[src/include/tcm_defines.svh]
`ifndef TCM_DEFINES_SVH
`define TCM_DEFINES_SVH

// ==========================================
// control token values
`define TCM_TOK_END 8'h01
`define TCM_TOK_ACK 8'h03
`define TCM_TOK_NAK 8'h04
`define TCM_TOK_WR 8'hC0
`define TCM_TOK_RD 8'hC1

// ==========================================
// field sizes in bytes less one, and codes
`define TCM_NOREPLY 8'hFF
`define TCM_RID_BYTES 2'h2
`define TCM_NUM_BYTES 2'h1
`define TCM_DAT_BYTES 2'h3
`define TCM_NREG 16'h0008
`define TCM_REG_RST 32'h00000000
`define TCM_PS_TYPE 24'h00000B
`define TCM_PS_SHIFT 8

// ==========================================
// symbol indices of a reply
`define TCM_RSP_LAST_RD 3'h5
`define TCM_RSP_LAST 3'h1

// ==========================================
// symbol indices of a request and of the reply it gets
`define TCM_REQ_LAST_WR 4'hA
`define TCM_REQ_LAST_RD 4'h6
`define TCM_RX_RD_END 3'h5
`define TCM_RX_WR_END 3'h1

`endif

[src/include/tcm_pkg.sv]
package tcm_pkg;
`include "tcm_defines.svh"

   // one link symbol: control flag plus byte
   typedef struct packed {
      logic ctl;
      logic [7:0] dat;
   } tcm_sym_s;

   typedef enum logic [2:0] {
      D_HDR = 3'b000,
      D_RID = 3'b001,
      D_NUM = 3'b010,
      D_DAT = 3'b011,
      D_END = 3'b100,
      D_ERR = 3'b101,
      D_TX = 3'b110
   } tcm_dst_e;

   typedef enum logic [1:0] {
      Q_IDLE = 2'b00,
      Q_TX = 2'b01,
      Q_RX = 2'b10
   } tcm_qst_e;

   typedef logic [7:0][31:0] tcm_regs_t;
endpackage

[src/include/tcm_if.sv]
`timescale 1ns/1ps
interface tcm_if;
   logic req_valid;
   logic req_ready;
   tcm_pkg::tcm_sym_s req_sym;
   logic rsp_valid;
   logic rsp_ready;
   tcm_pkg::tcm_sym_s rsp_sym;
   logic [23:0] rsp_dest;

   modport dev (
      input req_valid,
      input req_sym,
      input rsp_ready,
      output req_ready,
      output rsp_valid,
      output rsp_sym,
      output rsp_dest
   );

   modport host (
      output req_valid,
      output req_sym,
      output rsp_ready,
      input req_ready,
      input rsp_valid,
      input rsp_sym,
      input rsp_dest
   );
endinterface

[src/core/tcm_dev.sv]
`timescale 1ns/1ps
module tcm_dev (
   input wire logic clk_sys,
   input wire logic rst_b,
   tcm_if.dev lnk,
   input wire logic [15:0] ps_num,
   input wire logic ps_wr,
   input wire logic [31:0] ps_wdata,
   output logic [31:0] ps_rdata,
   output logic [23:0] ps_resid
);
   import tcm_pkg::*;

   typedef struct packed {
      tcm_dst_e st;
      logic wr;
      logic has_id;
      logic [1:0] cnt;
      logic [23:0] rid;
      logic [15:0] num;
      logic [31:0] dat;
      logic [2:0] tx_idx;
      logic tx_ok;
      tcm_regs_t regs;
      logic in_rdy;
      logic o_vld;
      tcm_sym_s o_sym;
      logic k_vld;
      tcm_sym_s k_sym;
      logic [23:0] dest;
      logic [31:0] ps_rdata;
      logic [23:0] ps_resid;
   } tcm_dev_s;

   localparam tcm_dev_s DEV_RST = '{st: D_HDR, in_rdy: 1'b1, default: '0};

   tcm_dev_s s_r;
   tcm_dev_s s_nxt;

   logic acc;
   logic pop;
   logic push;
   logic num_ok;
   tcm_sym_s sym;

   // ==========================================
   // helpers
   function automatic logic reg_hit(input logic [15:0] n);
      return n < `TCM_NREG;
   endfunction

   // write whose reply id ends in all ones
   function automatic logic no_reply(input logic w, input logic [23:0] r);
      return w && r[7:0] == `TCM_NOREPLY;
   endfunction

   function automatic logic [23:0] ps_id(input logic [15:0] n);
      return ({8'h00, n} << `TCM_PS_SHIFT) | `TCM_PS_TYPE;
   endfunction

   function automatic tcm_sym_s rsp_sym(input logic [2:0] i, input logic ok,
                                        input logic w, input logic [31:0] d);
      tcm_sym_s y;
      y = '{ctl: 1'b1, dat: `TCM_TOK_END};
      if (i == 3'h0) begin
         y.dat = ok ? `TCM_TOK_ACK : `TCM_TOK_NAK;
      end else if (ok && !w) begin
         case (i)
            3'h1: y = '{ctl: 1'b0, dat: d[31:24]};
            3'h2: y = '{ctl: 1'b0, dat: d[23:16]};
            3'h3: y = '{ctl: 1'b0, dat: d[15:8]};
            3'h4: y = '{ctl: 1'b0, dat: d[7:0]};
            default: y = '{ctl: 1'b1, dat: `TCM_TOK_END};
         endcase
      end
      return y;
   endfunction

   // ==========================================
   // next state
   always_comb begin
      s_nxt = s_r;
      acc = lnk.req_valid && s_r.in_rdy;
      pop = s_r.o_vld && lnk.rsp_ready;
      sym = lnk.req_sym;
      num_ok = reg_hit(s_r.num);
      push = 1'b0;

      // status port, one word per access
      // full word access
      if (ps_wr && reg_hit(ps_num)) begin
         s_nxt.regs[ps_num[2:0]] = ps_wdata;
      end
      s_nxt.ps_rdata = reg_hit(ps_num) ? s_r.regs[ps_num[2:0]] : `TCM_REG_RST;
      s_nxt.ps_resid = ps_id(ps_num);

      // reply buffer drain
      if (pop) begin
         s_nxt.o_vld = s_r.k_vld;
         s_nxt.o_sym = s_r.k_sym;
         s_nxt.k_vld = 1'b0;
      end

      case (s_r.st)
         D_HDR: begin
            if (acc) begin
               if (sym.ctl && (sym.dat == `TCM_TOK_WR || sym.dat == `TCM_TOK_RD)) begin
                  s_nxt.wr = sym.dat == `TCM_TOK_WR;
                  s_nxt.has_id = 1'b0;
                  s_nxt.cnt = `TCM_RID_BYTES;
                  s_nxt.st = D_RID;
               end else if (!(sym.ctl && sym.dat == `TCM_TOK_END)) begin
                  s_nxt.has_id = 1'b0;
                  s_nxt.st = D_ERR;
               end
            end
         end
         D_RID, D_NUM, D_DAT: begin
            if (acc) begin
               if (sym.ctl) begin
                  s_nxt.st = (sym.dat == `TCM_TOK_END && s_r.has_id) ? D_TX : D_ERR;
                  if (sym.dat == `TCM_TOK_END && (!s_r.has_id || no_reply(s_r.wr, s_r.rid))) begin
                     s_nxt.st = D_HDR;
                  end
                  s_nxt.tx_ok = 1'b0;
                  s_nxt.tx_idx = 3'h0;
                  s_nxt.dest = s_r.rid;
               end else begin
                  s_nxt.cnt = s_r.cnt - 2'h1;
                  case (s_r.st)
                     D_RID: s_nxt.rid = {s_r.rid[15:0], sym.dat};
                     D_NUM: s_nxt.num = {s_r.num[7:0], sym.dat};
                     default: s_nxt.dat = {s_r.dat[23:0], sym.dat};
                  endcase
                  if (s_r.cnt == 2'h0) begin
                     case (s_r.st)
                        D_RID: begin
                           s_nxt.has_id = 1'b1;
                           s_nxt.cnt = `TCM_NUM_BYTES;
                           s_nxt.st = D_NUM;
                        end
                        D_NUM: begin
                           s_nxt.cnt = `TCM_DAT_BYTES;
                           s_nxt.st = s_r.wr ? D_DAT : D_END;
                        end
                        default: s_nxt.st = D_END;
                     endcase
                  end
               end
            end
         end
         D_END: begin
            if (acc) begin
               if (sym.ctl && sym.dat == `TCM_TOK_END) begin
                  s_nxt.tx_ok = num_ok;
                  s_nxt.tx_idx = 3'h0;
                  s_nxt.dest = s_r.rid;
                  s_nxt.st = D_TX;
                  if (s_r.wr && num_ok) begin
                     s_nxt.regs[s_r.num[2:0]] = s_r.dat;
                  end
                  if (!s_r.wr) begin
                     s_nxt.dat = num_ok ? s_r.regs[s_r.num[2:0]] : `TCM_REG_RST;
                  end
                  if (no_reply(s_r.wr, s_r.rid)) begin
                     s_nxt.st = D_HDR;
                  end
               end else begin
                  s_nxt.st = D_ERR;
               end
            end
         end
         D_ERR: begin
            // swallow to the closing token, then fail
            if (acc && sym.ctl && sym.dat == `TCM_TOK_END) begin
               s_nxt.tx_ok = 1'b0;
               s_nxt.tx_idx = 3'h0;
               s_nxt.dest = s_r.rid;
               s_nxt.st = (s_r.has_id && !no_reply(s_r.wr, s_r.rid)) ? D_TX : D_HDR;
            end
         end
         D_TX: begin
            // emit reply while buffer has room
            push = !s_r.k_vld;
            if (push) begin
               s_nxt.tx_idx = s_r.tx_idx + 3'h1;
               if (s_r.tx_idx == ((s_r.tx_ok && !s_r.wr) ? `TCM_RSP_LAST_RD : `TCM_RSP_LAST)) begin
                  s_nxt.st = D_HDR;
               end
            end
         end
         default: s_nxt = DEV_RST;
      endcase

      // reply buffer fill
      if (push) begin
         if (!s_nxt.o_vld) begin
            s_nxt.o_vld = 1'b1;
            s_nxt.o_sym = rsp_sym(s_r.tx_idx, s_r.tx_ok, s_r.wr, s_r.dat);
         end else begin
            s_nxt.k_vld = 1'b1;
            s_nxt.k_sym = rsp_sym(s_r.tx_idx, s_r.tx_ok, s_r.wr, s_r.dat);
         end
      end

      s_nxt.in_rdy = s_nxt.st != D_TX;
   end

   always_ff @(posedge clk_sys or negedge rst_b) begin
      if (!rst_b) begin
         s_r <= DEV_RST;
      end else begin
         s_r <= s_nxt;
      end
   end

   assign lnk.req_ready = s_r.in_rdy;
   assign lnk.rsp_valid = s_r.o_vld;
   assign lnk.rsp_sym = s_r.o_sym;
   assign lnk.rsp_dest = s_r.dest;
   assign ps_rdata = s_r.ps_rdata;
   assign ps_resid = s_r.ps_resid;
endmodule

[src/flat_wrapper.sv]
// flat-port wrapper written by rule: the top's interface ports become plain ports
module tcm_dev_flat import tcm_pkg::*;
  (clk_sys, rst_b, ps_num, ps_wr, ps_wdata, ps_rdata, ps_resid, lnk_req_valid, lnk_req_sym, lnk_rsp_ready, lnk_req_ready, lnk_rsp_valid, lnk_rsp_sym, lnk_rsp_dest);
  tcm_if lnk_i ();
  input wire logic clk_sys;
  input wire logic rst_b;
  input wire logic [15:0] ps_num;
  input wire logic ps_wr;
  input wire logic [31:0] ps_wdata;
  output logic [31:0] ps_rdata;
  output logic [23:0] ps_resid;
  input wire logic [$bits(lnk_i.req_valid)-1:0] lnk_req_valid;
  input wire logic [$bits(lnk_i.req_sym)-1:0] lnk_req_sym;
  input wire logic [$bits(lnk_i.rsp_ready)-1:0] lnk_rsp_ready;
  output wire logic [$bits(lnk_i.req_ready)-1:0] lnk_req_ready;
  output wire logic [$bits(lnk_i.rsp_valid)-1:0] lnk_rsp_valid;
  output wire logic [$bits(lnk_i.rsp_sym)-1:0] lnk_rsp_sym;
  output wire logic [$bits(lnk_i.rsp_dest)-1:0] lnk_rsp_dest;
  assign lnk_i.req_valid = lnk_req_valid;
  assign lnk_i.req_sym = lnk_req_sym;
  assign lnk_i.rsp_ready = lnk_rsp_ready;
  assign lnk_req_ready = lnk_i.req_ready;
  assign lnk_rsp_valid = lnk_i.rsp_valid;
  assign lnk_rsp_sym = lnk_i.rsp_sym;
  assign lnk_rsp_dest = lnk_i.rsp_dest;
  tcm_dev u_core (.clk_sys(clk_sys), .rst_b(rst_b), .lnk(lnk_i), .ps_num(ps_num), .ps_wr(ps_wr), .ps_wdata(ps_wdata), .ps_rdata(ps_rdata), .ps_resid(ps_resid));
endmodule
[config.mk]
export PLATFORM = sky130hd
export DESIGN_NAME = tcm_dev_flat
export DESIGN_NICKNAME = d
export VERILOG_FILES = /design/src/include/tcm_pkg.sv /design/src/include/tcm_if.sv /design/src/core/tcm_dev.sv /design/src/flat_wrapper.sv
export VERILOG_INCLUDE_DIRS = /design/src /design/src/include
export SDC_FILE = /design/constraint.sdc
export NUM_CORES = 1
export LEC_CHECK = 0
export BUFFER_PORTS_ARGS = -buffer_cell sky130_fd_sc_hd__buf_2
export CAP_MARGIN = 5
export CORE_UTILIZATION = 50
export DETAILED_ROUTE_END_ITERATION = 8
export PLACE_DENSITY = 0.78
export SLEW_MARGIN = 20
export SYNTH_ARGS = -nofsm -noshare
export SYNTH_HDL_FRONTEND = slang
export SYNTH_SLANG_ARGS = --single-unit
[constraint.sdc]
create_clock -name clk_sys -period 5.3 [get_ports clk_sys]
set_input_delay 0.53 -clock clk_sys [delete_from_list [all_inputs] [get_ports clk_sys]]
set_output_delay 0.53 -clock clk_sys [all_outputs]
set_load 0.05 [all_outputs]
==> impl_metrics.env <==
export IMPL_max_freq_ghz=0.2558
export IMPL_min_path_type="in2reg"
export IMPL_synthCells=2396
export IMPL_worst_ir_drop_vdd_uv=223.8
export IMPL_dieWidth_microns=221.9
export IMPL_start_kind="flip-flop"
export IMPL_nFillCells=4034
export IMPL_most_common_layout_cells="dfrtp_1, o21ai_0, mux2i_1, a21oi_1, buf_2"
export IMPL_htreeDepth=2
export IMPL_slew_headroom_pct=23.71
export IMPL_synth_edf_count=0
export IMPL_grt_pass1_wl_mm=116.5
export IMPL_hold_buffers=1
export IMPL_synth_seq_area_share_pct=44.80
export IMPL_cap_violations=0
export IMPL_grt_max_degree=258
export IMPL_setup_violations=0
export IMPL_final_cell_area_sq_mm=0.02600
export IMPL_finalHoldViolCount=0
export IMPL_timing_final_crit_period_ps=3909
export IMPL_tightestPinTransition_ps=1141
export IMPL_dp_final_hpwl_mm=44.27
export IMPL_grt_pass1_vias=19750
export IMPL_arrival_ps=4320
export IMPL_cts_reportedPaths_clkPinSlew_ps=60
export IMPL_synthFlopType="dfrtp_1"
export IMPL_wl_met1_mm=29.23
export IMPL_start_util_pct=50.66
export IMPL_antenna_left=0
export IMPL_antenna_found_initial=5
export IMPL_synth_top_area_share_pct=44.69
export IMPL_layout_nets=2336
export IMPL_powerDensity_mw_per_mm2=350.2
export IMPL_dr_wl_met3_mm=8.569
export IMPL_synth_area_leaders="dfrtp_1, mux2i_1, o21ai_0, mux4_2, a21oi_1"
export IMPL_gp_congestion=0.8910
export IMPL_setup_ws_ps=1391
export IMPL_drt_first_pass_iters=7
export IMPL_grt_total_usage_pct=30.15
export IMPL_critPathMaxFanout=20
export IMPL_drc_errors=0
export IMPL_clockBufferDepth=3
export IMPL_io_buffers=147
export IMPL_required_ps=5710
export IMPL_total_power_mw=9.106
export IMPL_top_layer="met5"
export IMPL_ys_async_sr_fraction_pct=100.0
export IMPL_place_ws_ps=1324
export IMPL_area_growth_synth_to_final_pct=7.511
export IMPL_ys_warn_count=0
export IMPL_post_cts_resized=0
export IMPL_synthDistinctLibCells=63
export IMPL_coreArea_sq_mm=0.04775
export IMPL_syn_avg_cell_area_sq_um=10.10
export IMPL_cts_tree="yes"
export IMPL_die_area_sq_mm=0.04926
export IMPL_overflow=0
export IMPL_ios=153
export IMPL_cts_sinks=433
export IMPL_layout_commonest_cell="dfrtp_1"
export IMPL_critPathKind="reg2reg"
export IMPL_wl_mm=75.02
export IMPL_viasPerCell=6.907
export IMPL_die_h_microns=221.9
export IMPL_worstSkewPairLatency_ps=600
export IMPL_fin_setup_tns_ps=0
export IMPL_root_buffer="clkbuf_16"
export IMPL_syn_area_sq_mm=0.02419
export IMPL_via_count=20190
export IMPL_grt_setup_unrepaired="false"
export IMPL_p_leak_nw=11.65
export IMPL_drv_slew=0
export IMPL_yosys_area_top_type="dfrtp_1"
export IMPL_fin_util_pct=54.47
export IMPL_status="completed"
export IMPL_ys_seq_elements=433
export IMPL_drive_gt1_share_pct=16.18
export IMPL_finalCritPeriodShare_pct=73.75
export IMPL_met2WireLength_mm=33.73
export IMPL_dr_first_iter_drc_count=2839
export IMPL_numCtsBuffers=47
export IMPL_dpl_cell_area_sq_mm=0.02437
export IMPL_num_rows=80
export IMPL_cp_end_kind="flip-flop"
export IMPL_clock_skew_ps=23.38
export IMPL_wl_per_cell_microns=25.67
export IMPL_cts_setup_buffers=0
==> state kept, by name, summed over array words and instances (netlist names) <==
name / count
u_core.lnk.req_ready: 1
u_core.lnk.rsp_dest: 24
u_core.lnk.rsp_sym: 9
u_core.lnk.rsp_valid: 1
u_core.ps_rdata: 32
u_core.ps_resid: 17
u_core.s_r: 349
==> cell families after synthesis <==
kind of cell | synth area share (%)
xor+xnor | 0.03622
mux | 21.35
fa+ha+maj | 0.3104
other cells | 0.01550
simple gates | 6.063
buf+inv | 7.661
flops | 44.80
compound gates | 19.77
==> routing by layer <==
layer  track usage [%]  up-vias
li1                  -     8506
met1             40.20     9921
met2             45.84     1456
met3             7.964      305
met4             14.27        2
met5                 0        -
==> critical path, cell delays in order, from the launching register on <==
cell     delay, ps
dfrtp_1        830
nor3b_1        610
and4_1         480
nand4_1        910
buf_4          610
o21ai_0        190
a21oi_1         80
==> cell type report <==
cell class                 count  area (sq um)  share of cell area [%]
clock inverter                22         266.5                   1.025
tap                          615         769.5                   2.959
clock buffer                  64          1341                   5.158
multi-input combinational   1589         11620                   44.70
timing repair buffer         187          1112                   4.277
antenna                        3         7.507                 0.02887
inverter                      10         37.54                  0.1443
sequential                   433         10850                   41.71
==> path summary, 6_finish.rpt <==
kind | from | to | slack [ps] | depth (start not counted)
worst max-delay path | u_core.s_r[439] | u_core.s_r[324] | 1390 | 6
worst min-delay path | ps_num[11] | u_core.ps_resid[19] | 150 | 2
worst max register to register | u_core.s_r[439] | u_core.s_r[324] | 1390 | 6
worst min register to register | u_core.s_r[428] | u_core.s_r[428] | 480 | 2
max in group asynchronous | rst_b | u_core.s_r[395] | 3380 | 3
min in group asynchronous | rst_b | u_core.ps_resid[18] | 480 | 2
==> power by group <==
part           leakage, nW  switching, mW  internal [mW]
logic                 4.90           1.14          0.600
registers             5.96          0.410           3.51
clock network        0.793           1.43           2.02
==> stage by stage <==
stage / cells / hold slack, ps
2_1_floorplan: 2400 / 234.4
3_3_place_gp: 2832 / 462.9
3_5_place_dp: 2833 / 472.4
4_1_cts: 2920 / 136.2
5_1_grt: 2922 / 144.9
6_report: 2923 / 153.9
==> synthesized netlist by cell type (33+ instances only) <==
master    instances
o221ai_1         33
a22oi_1          42
mux2i_1         355
a21oi_1         265
mux4_2           64
o22ai_1          33
clkbuf_1        196
dfrtp_1         432
buf_4            89
nand2_1         123
o21ai_0         393
buf_1            63
(Power assumes the default switching activity.)
